`src/hdl/tlu_regs.svh`:
```
// Constants for the timing line alarm logic: field positions, reset values, timing counts.
// Assumes inclusion by bare name from the design module and the checker.
`ifndef TLU_REGS_SVH
`define TLU_REGS_SVH

// Loss-of-signal windows, in pulse intervals
`define TLU_T1_DECL_WIN 12'd192
`define TLU_T1_CLR_PULSES 12'd24
`define TLU_T1_ZERO_RUN 12'd100
`define TLU_EU_DECL_WIN 12'd255
`define TLU_EU_CLR_WIN 12'd255
`define TLU_EU_CLR_PULSES 12'd32
`define TLU_ETSI_DECL_WIN 12'd2048
`define TLU_ETSI_CLR_PULSES 12'd1

// 6312 kHz mode: low level time and clock period, both in ns
`define TLU_LOW_LEVEL_NS 32000
`define TLU_CLK_PERIOD_NS 100
`define TLU_LOW_LEVEL_CYC ((`TLU_LOW_LEVEL_NS + `TLU_CLK_PERIOD_NS - 1) / `TLU_CLK_PERIOD_NS)

// Recovery reference multiplier
`define TLU_CDR_MULT 16

// Status and enable bit positions
`define TLU_BIT_LOS 0
`define TLU_BIT_SC 1
`define TLU_BIT_SCC 2
`define TLU_BIT_OC 3
`define TLU_BIT_OCC 4
`define TLU_STAT_W 5
`define TLU_STAT_RST 5'h00

// Long-haul build-out codes
`define TLU_LBO_CSU_A 3'h5
`define TLU_LBO_CSU_B 3'h6
`define TLU_LBO_CSU_C 3'h7

`endif

```
`src/hdl/tlu_pkg.sv`:
```
// Types for the timing line alarm logic.
// Assumes tlu_regs.svh is available on the include path.
package tlu_pkg;
    // Receive line modes
    typedef enum logic [1:0] {
        TLU_MODE_T1 = 2'h0,
        TLU_MODE_EU = 2'h1,
        TLU_MODE_2048 = 2'h2,
        TLU_MODE_6312 = 2'h3
    } tlu_mode_t;

    // Loss-of-signal states, one-hot
    typedef enum logic [1:0] {
        TLU_LOS_OK = 2'h1,
        TLU_LOS_LOST = 2'h2
    } tlu_los_state_t;
endpackage

```
`src/hdl/tlu_line_alarm.sv`:
```
// Line interface alarm and control logic: loss of signal, short/open latching, driver gating.
// Assumes analog front end gives per-interval strobes and comparator levels from outside.
`timescale 1ns/1ns
`include "tlu_regs.svh"

// Functional notes
// - T1 mode declares loss after 192 intervals without a qualifying pulse.
// - Loss sets live loss status and sticky loss status.
// - Sticky loss raises interrupt only when its enable bit is set.
// - T1 clears after 24 pulses in 192 bits, no 100-zero run.
// - European modes, standard bit 0: declare after 255 empty intervals.
// - Standard bit 0: clear at 32 pulses within 255 intervals.
// - European modes, standard bit 1: declare after 2048 empty intervals.
// - Standard bit 1: clear on one pulse within 255 intervals.
// - 6312 kHz mode declares loss after 32 us below threshold.
// - Receiver power-down forces all receiver digital outputs low; code holds receive data and live loss low, but sticky loss still sets.
// - Line driver enabled only with hi-z pin low and enable bit set.
// - Alarm-force sends unframed all ones timed by master clock.
// - Short live flag; sticky on rise, sticky cleared on fall.
// - Each short/open sticky bit interrupts only when its enable set.
// - Short detection inactive for build-out codes 101, 110, 111.
// - Open live flag; sticky on rise, sticky cleared on fall.
// - Open detection inactive for build-out codes 101, 110, 111.
// - Waveform type from transmit mode field plus build-out field.
// - Recovery reference runs at the master tick rate, one period per master tick.
module tlu_line_alarm #(
    parameter int CNT_W = 12,
    parameter int LOW_LEVEL_CYC = `TLU_LOW_LEVEL_CYC
) (
    input wire logic i_clk,
    input wire logic i_rstn,
    input wire logic i_ce,
    // Configuration
    input wire logic [1:0] i_rx_mode,
    input wire logic i_loss_standard_sel,
    input wire logic i_rx_powerdown,
    input wire logic i_tx_driver_on,
    input wire logic i_tx_all_ones_force,
    input wire logic [2:0] i_build_out_select,
    input wire logic [1:0] i_tx_waveform_type,
    input wire logic [`TLU_STAT_W-1:0] i_line_irq_enable,
    input wire logic [`TLU_STAT_W-1:0] i_status_clear,
    // Pins and front end (asynchronous)
    input wire logic i_tx_hiz_pin,
    input wire logic i_fe_interval,
    input wire logic i_fe_pulse_decl,
    input wire logic i_fe_pulse_clr,
    input wire logic i_fe_low_level,
    input wire logic i_fe_short,
    input wire logic i_fe_open,
    input wire logic i_rx_data,
    // Transmit data path from framer, same clock
    input wire logic i_tx_data,
    input wire logic i_tx_data_tick,
    input wire logic i_master_tick,
    // Outputs
    output logic [`TLU_STAT_W-1:0] o_line_live_status,
    output logic [`TLU_STAT_W-1:0] o_line_latched_status,
    output logic o_irq_out,
    output logic o_rx_data,
    output logic o_rx_los,
    output logic o_tx_data,
    output logic o_tx_line_oe,
    output logic [4:0] o_tx_wave_sel,
    output logic o_cdr_ref_x16
);
    initial begin
        if (CNT_W < 12 || LOW_LEVEL_CYC < 1 || LOW_LEVEL_CYC >= (1 << 16)) begin
            $error("tlu_line_alarm: unsupported parameters");
        end
    end

    ////////////////////////////////////////////////////////////////////////////
    // State
    typedef struct packed {
        logic [7:0] sync1;
        logic [7:0] sync2;
        logic intv_d;
        tlu_pkg::tlu_los_state_t los_st;
        logic [CNT_W-1:0] empty_cnt;
        logic [CNT_W-1:0] win_cnt;
        logic [CNT_W-1:0] pulse_cnt;
        logic [CNT_W-1:0] zero_run;
        logic run_bad;
        logic [15:0] low_cnt;
        logic los_sticky;
        logic irq;
        logic rx_data;
        logic tx_data;
        logic tx_oe;
        logic [4:0] wave;
        logic [3:0] cdr_div;
        logic cdr_ref;
    } tlu_st_t;

    tlu_st_t st;
    tlu_st_t next_st;

    logic [7:0] raw_in;
    logic intv;
    logic p_decl;
    logic p_clr;
    logic low_lvl;
    logic sc_raw;
    logic oc_raw;
    logic csu;
    logic sc_live;
    logic sc_rise;
    logic sc_fall;
    logic oc_live;
    logic oc_rise;
    logic oc_fall;
    logic [`TLU_STAT_W-1:0] latched;
    logic [`TLU_STAT_W-1:0] live;
    logic [CNT_W-1:0] decl_win;
    logic [CNT_W-1:0] clr_win;
    logic [CNT_W-1:0] clr_need;
    logic is_t1;
    logic is_6312;
    logic interval;
    logic hiz_s1;
    logic i_tx_hiz_pin_s;

    // Pin inputs gathered for the two-stage synchroniser
    assign raw_in = {1'b0, i_rx_data, i_fe_open, i_fe_short, i_fe_low_level,
        i_fe_pulse_clr, i_fe_pulse_decl, i_fe_interval};
    assign intv = st.sync2[0];
    assign p_decl = st.sync2[1];
    assign p_clr = st.sync2[2];
    assign low_lvl = st.sync2[3];
    // Long-haul codes switch off short/open detection
    assign csu = (i_build_out_select == `TLU_LBO_CSU_A) ||
        (i_build_out_select == `TLU_LBO_CSU_B) ||
        (i_build_out_select == `TLU_LBO_CSU_C);
    assign sc_raw = st.sync2[4] && !csu;
    assign oc_raw = st.sync2[5] && !csu;
    // One strobe per bit interval on the rising edge of the front-end tick
    assign interval = intv && !st.intv_d;

    ////////////////////////////////////////////////////////////////////////////
    // Short and open transition latches
    tlu_edge_latch u_short (
        .i_clk(i_clk),
        .i_rstn(i_rstn),
        .i_ce(i_ce),
        .i_live(sc_raw),
        .i_clr_rise(i_status_clear[`TLU_BIT_SC]),
        .i_clr_fall(i_status_clear[`TLU_BIT_SCC]),
        .o_live(sc_live),
        .o_rise(sc_rise),
        .o_fall(sc_fall)
    );

    tlu_edge_latch u_open (
        .i_clk(i_clk),
        .i_rstn(i_rstn),
        .i_ce(i_ce),
        .i_live(oc_raw),
        .i_clr_rise(i_status_clear[`TLU_BIT_OC]),
        .i_clr_fall(i_status_clear[`TLU_BIT_OCC]),
        .o_live(oc_live),
        .o_rise(oc_rise),
        .o_fall(oc_fall)
    );

    ////////////////////////////////////////////////////////////////////////////
    // Window limits per mode
    always_comb begin
        is_t1 = (i_rx_mode == 2'(tlu_pkg::TLU_MODE_T1));
        is_6312 = (i_rx_mode == 2'(tlu_pkg::TLU_MODE_6312));
        if (is_t1) begin
            decl_win = `TLU_T1_DECL_WIN;
            clr_win = `TLU_T1_DECL_WIN;
            clr_need = `TLU_T1_CLR_PULSES;
        end else if (!i_loss_standard_sel) begin
            decl_win = `TLU_EU_DECL_WIN;
            clr_win = `TLU_EU_CLR_WIN;
            clr_need = `TLU_EU_CLR_PULSES;
        end else begin
            decl_win = `TLU_ETSI_DECL_WIN;
            clr_win = `TLU_EU_CLR_WIN;
            clr_need = `TLU_ETSI_CLR_PULSES;
        end
    end

    ////////////////////////////////////////////////////////////////////////////
    // Next-state logic
    always_comb begin
        next_st = st;
        next_st.sync1 = raw_in;
        next_st.sync2 = st.sync1;
        next_st.intv_d = intv;

        // Loss-of-signal detection
        if (is_6312) begin
            next_st.empty_cnt = '0;
            next_st.win_cnt = '0;
            next_st.pulse_cnt = '0;
            next_st.zero_run = '0;
            next_st.run_bad = 1'b0;
            if (low_lvl) begin
                if (st.low_cnt != 16'(LOW_LEVEL_CYC)) begin
                    next_st.low_cnt = st.low_cnt + 16'h0001;
                end
            end else begin
                next_st.low_cnt = '0;
            end
            if (low_lvl && st.low_cnt == 16'(LOW_LEVEL_CYC - 1)) begin
                next_st.los_st = tlu_pkg::TLU_LOS_LOST;
            end else if (!low_lvl) begin
                next_st.los_st = tlu_pkg::TLU_LOS_OK;
            end
        end else if (interval) begin
            next_st.low_cnt = '0;
            case (st.los_st)
                tlu_pkg::TLU_LOS_OK: begin
                    if (p_decl) begin
                        next_st.empty_cnt = '0;
                    end else if (st.empty_cnt + 1'b1 >= decl_win) begin
                        next_st.los_st = tlu_pkg::TLU_LOS_LOST;
                        next_st.empty_cnt = '0;
                        next_st.win_cnt = '0;
                        next_st.pulse_cnt = '0;
                        next_st.zero_run = '0;
                        next_st.run_bad = 1'b0;
                    end else begin
                        next_st.empty_cnt = st.empty_cnt + 1'b1;
                    end
                end
                tlu_pkg::TLU_LOS_LOST: begin
                    // Clear window counting qualified pulses
                    next_st.pulse_cnt = st.pulse_cnt + CNT_W'(p_clr);
                    next_st.zero_run = p_clr ? '0 : st.zero_run + 1'b1;
                    if (!p_clr && st.zero_run + 1'b1 >= `TLU_T1_ZERO_RUN && is_t1) begin
                        next_st.run_bad = 1'b1;
                    end
                    if (st.win_cnt + 1'b1 >= clr_win) begin
                        if (next_st.pulse_cnt >= clr_need && !next_st.run_bad) begin
                            next_st.los_st = tlu_pkg::TLU_LOS_OK;
                        end
                        next_st.win_cnt = '0;
                        next_st.pulse_cnt = '0;
                        next_st.run_bad = 1'b0;
                    end else begin
                        next_st.win_cnt = st.win_cnt + 1'b1;
                    end
                end
                default: begin
                    next_st.los_st = tlu_pkg::TLU_LOS_OK;
                end
            endcase
        end

        // Sticky loss: set wins over clear
        if (i_status_clear[`TLU_BIT_LOS]) begin
            next_st.los_sticky = 1'b0;
        end
        if (next_st.los_st == tlu_pkg::TLU_LOS_LOST && st.los_st != tlu_pkg::TLU_LOS_LOST) begin
            next_st.los_sticky = 1'b1;
        end

        // Interrupt from enabled sticky bits
        next_st.irq = |(latched & i_line_irq_enable);

        // Receiver outputs held low while powered down
        next_st.rx_data = i_rx_powerdown ? 1'b0 : st.sync2[6];

        // Transmit data: all ones on master timing, else framer data
        if (i_tx_all_ones_force) begin
            if (i_master_tick) begin
                next_st.tx_data = 1'b1;
            end
        end else if (i_tx_data_tick) begin
            next_st.tx_data = i_tx_data;
        end

        next_st.tx_oe = !st.sync2[7] && !i_tx_hiz_pin_s && i_tx_driver_on;
        next_st.wave = {i_tx_waveform_type, i_build_out_select};

        // Recovery reference at master tick rate, high for the first 8 clocks after each tick
        next_st.cdr_div = st.cdr_div + 4'h1;
        if (i_master_tick) begin
            next_st.cdr_div = '0;
        end
        next_st.cdr_ref = (st.cdr_div < 4'(`TLU_CDR_MULT / 2));
    end

    // Hi-z pin passes its own two flip-flops
    always_ff @(posedge i_clk or negedge i_rstn) begin
        if (!i_rstn) begin
            hiz_s1 <= 1'b1;
            i_tx_hiz_pin_s <= 1'b1;
        end else if (i_ce) begin
            hiz_s1 <= i_tx_hiz_pin;
            i_tx_hiz_pin_s <= hiz_s1;
        end
    end

    ////////////////////////////////////////////////////////////////////////////
    // State register
    always_ff @(posedge i_clk or negedge i_rstn) begin
        if (!i_rstn) begin
            st <= '0;
            st.los_st <= tlu_pkg::TLU_LOS_OK;
        end else if (i_ce) begin
            st <= next_st;
        end
    end

    // Status vectors; live loss forced low in power-down
    always_comb begin
        live = '0;
        live[`TLU_BIT_LOS] = (st.los_st == tlu_pkg::TLU_LOS_LOST) && !i_rx_powerdown;
        live[`TLU_BIT_SC] = sc_live;
        live[`TLU_BIT_OC] = oc_live;
        latched = '0;
        latched[`TLU_BIT_LOS] = st.los_sticky;
        latched[`TLU_BIT_SC] = sc_rise;
        latched[`TLU_BIT_SCC] = sc_fall;
        latched[`TLU_BIT_OC] = oc_rise;
        latched[`TLU_BIT_OCC] = oc_fall;
    end

    assign o_line_live_status = live;
    assign o_line_latched_status = latched;
    assign o_irq_out = st.irq;
    assign o_rx_data = st.rx_data;
    assign o_rx_los = live[`TLU_BIT_LOS];
    assign o_tx_data = st.tx_data;
    assign o_tx_line_oe = st.tx_oe;
    assign o_tx_wave_sel = st.wave;
    assign o_cdr_ref_x16 = st.cdr_ref;
endmodule

```
`src/hdl/tlu_edge_latch.sv`:
```
// Live-indication edge latch: rise and fall set sticky bits.
// Assumes a synchronous live input and a write-one-to-clear strobe on the same clock.
`timescale 1ns/1ns
module tlu_edge_latch (
    input wire logic i_clk,
    input wire logic i_rstn,
    input wire logic i_ce,
    input wire logic i_live,
    input wire logic i_clr_rise,
    input wire logic i_clr_fall,
    output logic o_live,
    output logic o_rise,
    output logic o_fall
);
    typedef struct packed {
        logic live;
        logic rise;
        logic fall;
    } tlu_edge_st_t;

    tlu_edge_st_t st;
    tlu_edge_st_t next_st;

    ////////////////////////////////////////////////////////////////////////////
    // Sticky set wins over clear
    always_comb begin
        next_st = st;
        next_st.live = i_live;
        if (i_clr_rise) begin
            next_st.rise = 1'b0;
        end
        if (i_clr_fall) begin
            next_st.fall = 1'b0;
        end
        if (i_live && !st.live) begin
            next_st.rise = 1'b1;
        end
        if (!i_live && st.live) begin
            next_st.fall = 1'b1;
        end
    end

    // State register
    always_ff @(posedge i_clk or negedge i_rstn) begin
        if (!i_rstn) begin
            st <= '0;
        end else if (i_ce) begin
            st <= next_st;
        end
    end

    assign o_live = st.live;
    assign o_rise = st.rise;
    assign o_fall = st.fall;
endmodule

```
`config.mk`:
```
export PLATFORM = sky130hd
export DESIGN_NAME = tlu_line_alarm
export DESIGN_NICKNAME = d
export VERILOG_FILES = /design/src/hdl/tlu_pkg.sv /design/src/hdl/tlu_line_alarm.sv /design/src/hdl/tlu_edge_latch.sv
export VERILOG_INCLUDE_DIRS = /design/src /design/src/hdl
export SDC_FILE = /design/constraint.sdc
export NUM_CORES = 1
export LEC_CHECK = 0
export BUFFER_PORTS_ARGS = -buffer_cell sky130_fd_sc_hd__buf_2
export CAP_MARGIN = 20
export CORE_MARGIN = 2
export CORE_UTILIZATION = 30
export CTS_BUF_LIST = sky130_fd_sc_hd__clkbuf_4 sky130_fd_sc_hd__clkbuf_8
export CTS_CLUSTER_DIAMETER = 50
export DETAILED_ROUTE_END_ITERATION = 16
export PLACE_DENSITY = 0.48
export SLEW_MARGIN = 15
export SYNTH_ARGS = -nofsm -noshare
export SYNTH_HDL_FRONTEND = slang
export SYNTH_SLANG_ARGS = --single-unit
```
`constraint.sdc`:
```
create_clock -name i_clk -period 3.6 [get_ports i_clk]
set_clock_uncertainty 0.15 [all_clocks]
set_input_delay 0.36 -clock i_clk [delete_from_list [all_inputs] [get_ports i_clk]]
set_output_delay 0.36 -clock i_clk [all_outputs]
set_load 0.01 [all_outputs]
```
Yosys cells after proc, flatten, opt, wreduce, memory -nomap -nowiden
Cells that the tools add are included.
{ "totals": {"ff_bits": 105, "inputBits": 35, "output_inout_bits": 21, "elab_cells": 143} }
{ "classes": {"n_addsub": 6, "magnitude_cmp": 5, "eq_ne": 14, "mux": 45, "bitwise": 1, "reduce_logical": 46} }
{ "op_table": {"columns": ["op", "count"], "rows": [
  ["$mux W67", 2],
  ["$mux W12", 8],
  ["$mux W37", 2],
  ["$pmux W37 S2", 1],
  ["$add A12 B1 Y12 const B", 3],
  ["$ge A12 B12 Y1", 3],
  ["$mux W16", 2],
  ["$mux W1", 19],
  ["$mux W6", 3],
  ["$add A16 B1 Y16 const B", 1],
  ["$eq A16 B9 Y1 const B", 1],
  ["$ne A16 B9 Y1 const B", 1],
  ["$reduce_bool A2 Y1", 8],
  ["$logic_and A1 B1 Y1", 14],
  ["$add A12 B1 Y12", 1],
  ["$ge A12 B7 Y1 const B", 1],
  ["$mux W2", 6],
  ["$logic_not A1 Y1", 10],
  ["$reduce_and A2 Y1", 5],
  ["$eq A3 B3 Y1 const B", 3],
  ["$reduce_and A3 Y1", 3],
  ["$eq A2 B2 Y1 const B", 3],
  ["$ne A3 B3 Y1 const B", 2],
  ["$and A5 B5 Y5", 1],
  ["13 further kinds", 14]
]} }

Logic depth before layout (Yosys ltp)
{ "logic_depth": {"ltp_word": 19, "ltp_mapped": 14, "mapped_depth_nobuf": 13} }

By module
From an unflattened synthesis, not the netlist that was laid out.
{ "unflattened": {"hier_cells": 668, "area_unflattened_um2": 6289.8} }
{ "modules_own_cells": {"columns": ["module", "instances", "cells_each", "area_each_um2", "seq_area_each_um2"], "rows": [
  ["tlu_line_alarm", 1, 646, 6054.6, 2481.1],
  ["tlu_edge_latch", 2, 11, 117.6, 75.1]
]} }

Worst setup path after synthesis
No wires, ideal clock.
{ "synth_path": {"path_type": "register to register", "start": "register st[68] in the netlist's numbering", "end": "register st[37] in the netlist's numbering", "setup_ns": 0.110, "arrival_time_ns": 3.039, "required_ns": 3.340, "slack_ns": 0.301, "path_stages_with_launch": 14, "path_buffers": 1, "period_less_slack_ns": 3.299, "cell_sequence": "dfrtp_1 > ha_1 > nand4_2 > nor2_1 > xor2_1 > ha_1 > and4_1 > a221o_1 > a21oi_1 > a311oi_2 > a41oi_2 > clkbuf_1 > o21ai_0 > o41ai_1"} }
{ "synth_via": {"elab_chain_len": 4} }
{ "synth_rtl": {"columns": ["item", "line", "text"], "rows": [
  ["start: declaration", "tlu_line_alarm.sv:96", "tlu_st_t st;"],
  ["start signal: assignment", "tlu_line_alarm.sv:306", "st <= next_st;"],
  ["$add A12 B1 Y12", "tlu_line_alarm.sv:219", "end else if (st.empty_cnt + 1'b1 >= decl_win) begin"],
  ["$ge A12 B12 Y1", "tlu_line_alarm.sv:219", null],
  ["$ne A3 B3 Y1 (no source line)", null, null],
  ["$reduce_and A5 Y1 (no source line)", null, null]
]} }
Every way passes these cells.
A chain may end at the register's enable or synchronous reset.

Worst setup path in the final report
{ "layout_path": {"start": "register st (netlist bit p_clr)", "end": "register st (netlist bit o_line_latched_status[0])"} }
{ "layout_via": {"elab_chain_len": 18, "word_cells_on_any_way": 21, "cone_classes": "1 x add/sub; 1 x order compare; 1 x eq/ne; 10 x mux; 8 x reduce/logical"} }
{ "layout_rtl": {"columns": ["item", "line", "text"], "rows": [
  ["parallel branches: the longest is 8 deep, another holds $add A12 B1 Y12", null, null],
  ["$logic_and A1 B1 Y1 *", "tlu_line_alarm.sv:238", "if (next_st.pulse_cnt >= clr_need && !next_st.run_bad) begin"],
  ["$mux W2 *", "tlu_line_alarm.sv:238", null],
  ["$mux W2 *", "tlu_line_alarm.sv:237", "if (st.win_cnt + 1'b1 >= clr_win) begin"],
  ["$pmux W2 S2 *", "tlu_line_alarm.sv:215", "case (st.los_st)"],
  ["$mux W67 *", "tlu_line_alarm.sv:213", "end else if (interval) begin"],
  ["$mux W67 *", "tlu_line_alarm.sv:195", "if (is_6312) begin"],
  ["$eq A2 B2 Y1 *", "tlu_line_alarm.sv:258", "if (next_st.los_st == tlu_pkg::TLU_LOS_LOST && st.los_st != tlu_pkg::TLU_LOS_LOST) begin"],
  ["$logic_and A1 B1 Y1 *", "tlu_line_alarm.sv:258", null],
  ["$reduce_bool A2 Y1 (no source line)", null, null],
  ["$reduce_and A2 Y1 (no source line)", null, null]
]} }
Mark *: on every way between the ends. The select of a mux whose other input is x is not followed.

==> results.md <==
## Power and ir drop
- 0.171 mV — maximum ir drop on the vdd rail
- 368 nW/um^2 — power density cells
- 2.99 nW — Pleak

## Timing
- 295 MHz — highest achievable clock rate
- 0.0514 ns — hold slack final
- 0 ns — Setup Total Neg Slack
- 0.864 ns — worst-margin pin slew
- 0 — Final Hold Violating Endpoints
- 42.2% — tightest slew margin relative to the limit
- 0.205 ns — Setup WS post-layout
- 0 — final setup violating endpoints
- 94.3% — period utilisation layout
- 0 — Max Slew Vio Count
- 3.40 ns — minimum clock period after layout
- no — setup repair after global routing missed its margin

## Synth
- 6110 um^2 — Post-Syn Area
- 100% — FFs w/ async S/R, synth
- 41.8% — fraction of synthesized cell area taken by the top area cell type
- 105 — register bit count reported by yosys
- 71 — Unique masters post-synth
- 43.1% — share of the yosys chip area belonging to registers
- 0 — warnings from Yosys
- 0 — number of enable-type register cells in the synthesized netlist
- dfrtp_1 — Most used DFF post-synth
- dfrtp_1 (42%), ha_1 (5.9%), mux2_2 (4.2%) — largest cells by area after synthesis
- dfrtp_1 — cell with the most instances after synthesis
- dfrtp_1 — largest area contributor in the netlist
- dfrtp_1 (102), nand2_1 (61), o21ai_0 (49), nor2_1 (41), ha_1 (29) — Commonest cells post-synth
- 641 — cell count after synthesis
- 9.53 um^2 — mean post-synth cell area

## Route
- 5 — detailed-router iteration count before antenna repair
- 4752 — vias post-DR
- 0 — number of nets with antenna violations after detailed routing
- 14.5 um — final routed wire length divided by cell count
- 0 — count of unresolved DRC violations after routing
- 226 — First DRT Iteration DRCs
- 13.8 mm — drt total wl
- 5.00 — post-DR vias/cell

## Clock network
- 9 — clock buffer count from CTS
- 105 — clock sink total
- clkbuf_8 — library cell used as clock root buffer
- 0.11 ns — clock-pin slew on the worst setup and hold paths
- 3 — H-Tree Depth
- 0.38 ns — clock latency on the worst-skew pair
- built — CTS tree
- 2 — Clock Path Buffers

## GRT
- met2 — Most Crowded Layer GR
- 13.3% — Tot GR Track Use
- 4703 — via count of the first global-routing pass
- 3.39% — GR Util met3
- 70 — pin count of the biggest net entering global routing
- 23.4 mm — wire length of the first global-routing pass
- 17.6% — met1 usage
- 21.7% — met2 track demand over resource
- 0 — grt ovf
- 0 — antenna violations before repair

## Worst setup path
- 3.73 ns — worst path required time
- 5 — top fanout value on the critical path
- flip-flop — type of destination of the critical path
- flip-flop to flip-flop — Critical Setup Path Class
- flip-flop — CP startpoint kind
- 3.53 ns — Worst Path Arrival
- 0.20 ns — register-to-register setup slack

## Final layout
- 6820 um^2 — final instance area
- 740 — post-layout net count
- 11.5% — area growth from synthesis to final layout
- 33.9% — Final Util
- 17.8% — fraction of layout instances using a drive strength above 1
- 2053 — fill cell instance count of the final layout
- 0 — number of antenna cells inserted

## Outcome
- completed — result of the run

## Floorplanning
- 56 — count of pins on the block boundary
- 52 — total number of placement rows
- 147 um — Die Ht
- 147 um — floorplan die width
- 21500 um^2 — Total Die Area
- 30.4% — effective utilization at floorplan
- 20100 um^2 — area inside the core boundary

## Job
- 0 — max-cap check violation count

## Placement
- 0.0548 ns — worst setup slack after placement
- 0.780 — GP Congestion
- 6590 um^2 — placement-stage cell area
- 9.83 mm — half-perimeter wire length after detailed placement
- 53 — number of I/O port buffers

## Hold path
- input pin to flip-flop — worst hold path class

## state kept, by name, indices dropped and copies added (netlist names)
signal and cells:
i_tx_hiz_pin_s 1, u_short.o_rise 1, p_decl 1, u_short.o_fall 1, p_clr 1, o_tx_line_oe 1
o_rx_data 1, u_open.o_rise 1, hiz_s1 1, o_irq_out 1, o_tx_wave_sel 5, u_short.o_live 1
intv 1, u_open.o_fall 1, o_line_latched_status 1, o_cdr_ref_x16 1, u_open.o_live 1, o_tx_data 1
low_lvl 1, next_st 7, st 75
## what timing repair did
action | 4_1_cts | 5_1_grt
hold buffers | 1 | 0
setup buffers | 0 | 0
endpoints found under the hold margin | 36 | 0
setup endpoints to repair | 0 | 42
gates resized for setup | 0 | 3
## through the flow
stage | cells | power [mW]
3_3_place_gp | 934 | 1.73
3_5_place_dp | 934 | 1.74
4_1_cts | 951 | 2.56
6_report | 951 | 2.51
2_1_floorplan | 642 | 1.62
5_1_grt | 951 | 2.66
## cells by family after synthesis
kind of cell | count (synthesis) | share of synthesized area [%]
compound gates | 159 | 17.1
xor+xnor | 27 | 3.87
fa+ha+maj | 29 | 5.94
buf+inv | 64 | 5.14
flops | 105 | 43.1
mux | 25 | 4.57
other cells | 1 | 0.0614
simple gates | 231 | 20.2
## worst max-delay path: stages (launching register included)
cell and delay (ns):
dfrtp_1 0.41, ha_1 0.19, ha_1 0.25, nand3_1 0.19, xnor2_1 0.35, ha_1 0.31, nand2_1 0.07, a21oi_1 0.04
o31a_1 0.28, a211oi_1 0.29, nor3_1 0.08, a221o_1 0.37, o41ai_2 0.31
## worst paths after layout
path / start / to / cells past startpoint
min in group asynchronous: i_rstn / st[72]$_DFFE_PN0P_ / 2
max in group asynchronous: i_rstn / i_tx_hiz_pin_s$_DFFE_PN1P_ / 3
setup / recovery: p_clr$_DFFE_PN0P_ / o_line_latched_status[0]$_DFFE_PN0P_ / 12
setup reg to reg: p_clr$_DFFE_PN0P_ / o_line_latched_status[0]$_DFFE_PN0P_ / 12
hold / removal: i_tx_waveform_type[0] / o_tx_wave_sel[3]$_DFFE_PN0P_ / 2
hold reg to reg: st[4]$_DFFE_PN0P_ / st[4]$_DFFE_PN0P_ / 1
## layout by cell type (no fill, tap or decap), types with 10 or more instances in the layout
| cell | n |
|---|---|
| a21oi_1 | 26 |
| xnor2_1 | 14 |
| o21ai_0 | 49 |
| ha_1 | 29 |
| and2_1 | 12 |
| nor2_1 | 41 |
| nand2_1 | 61 |
| nand3_1 | 23 |
| dfrtp_1 | 101 |
| xor2_1 | 13 |
| clkbuf_8 | 10 |
| buf_2 | 52 |
| and3_1 | 12 |
| mux2_2 | 23 |
| a22o_1 | 14 |
| a31oi_1 | 19 |
| nand2b_1 | 12 |
| inv_1 | 23 |
## routing by layer
layer  wire, um  part of all wire (%)  vias to the layer above
met5          0                     0                        -
met4        134                  0.97                        0
met3        473                   3.4                        7
met2       6650                    48                       60
met1       6510                    47                     2312
li1           -                     -                     2373
## layout make-up
type	count	area (um^2)	area share [%]
Clock buffer	10	138	2.02
Clock inverter	6	75.1	1.10
Inverter	24	90.1	1.32
Multi-Input combinational cell	473	3170	46.5
Sequential cell	105	2630	38.6
Tap cell	270	338	4.96
Timing Repair Buffer	63	370	5.43
## power breakdown
part           internal [mW]  switching [mW]  total, mW  leakage [nW]
registers               1.26          0.0635       1.32          1.39
logic                  0.170           0.225      0.395          1.50
clock network          0.351           0.441      0.792         0.105
total                   1.78           0.730       2.51          2.99
No activity file was read; power rests on OpenSTA's default activity.
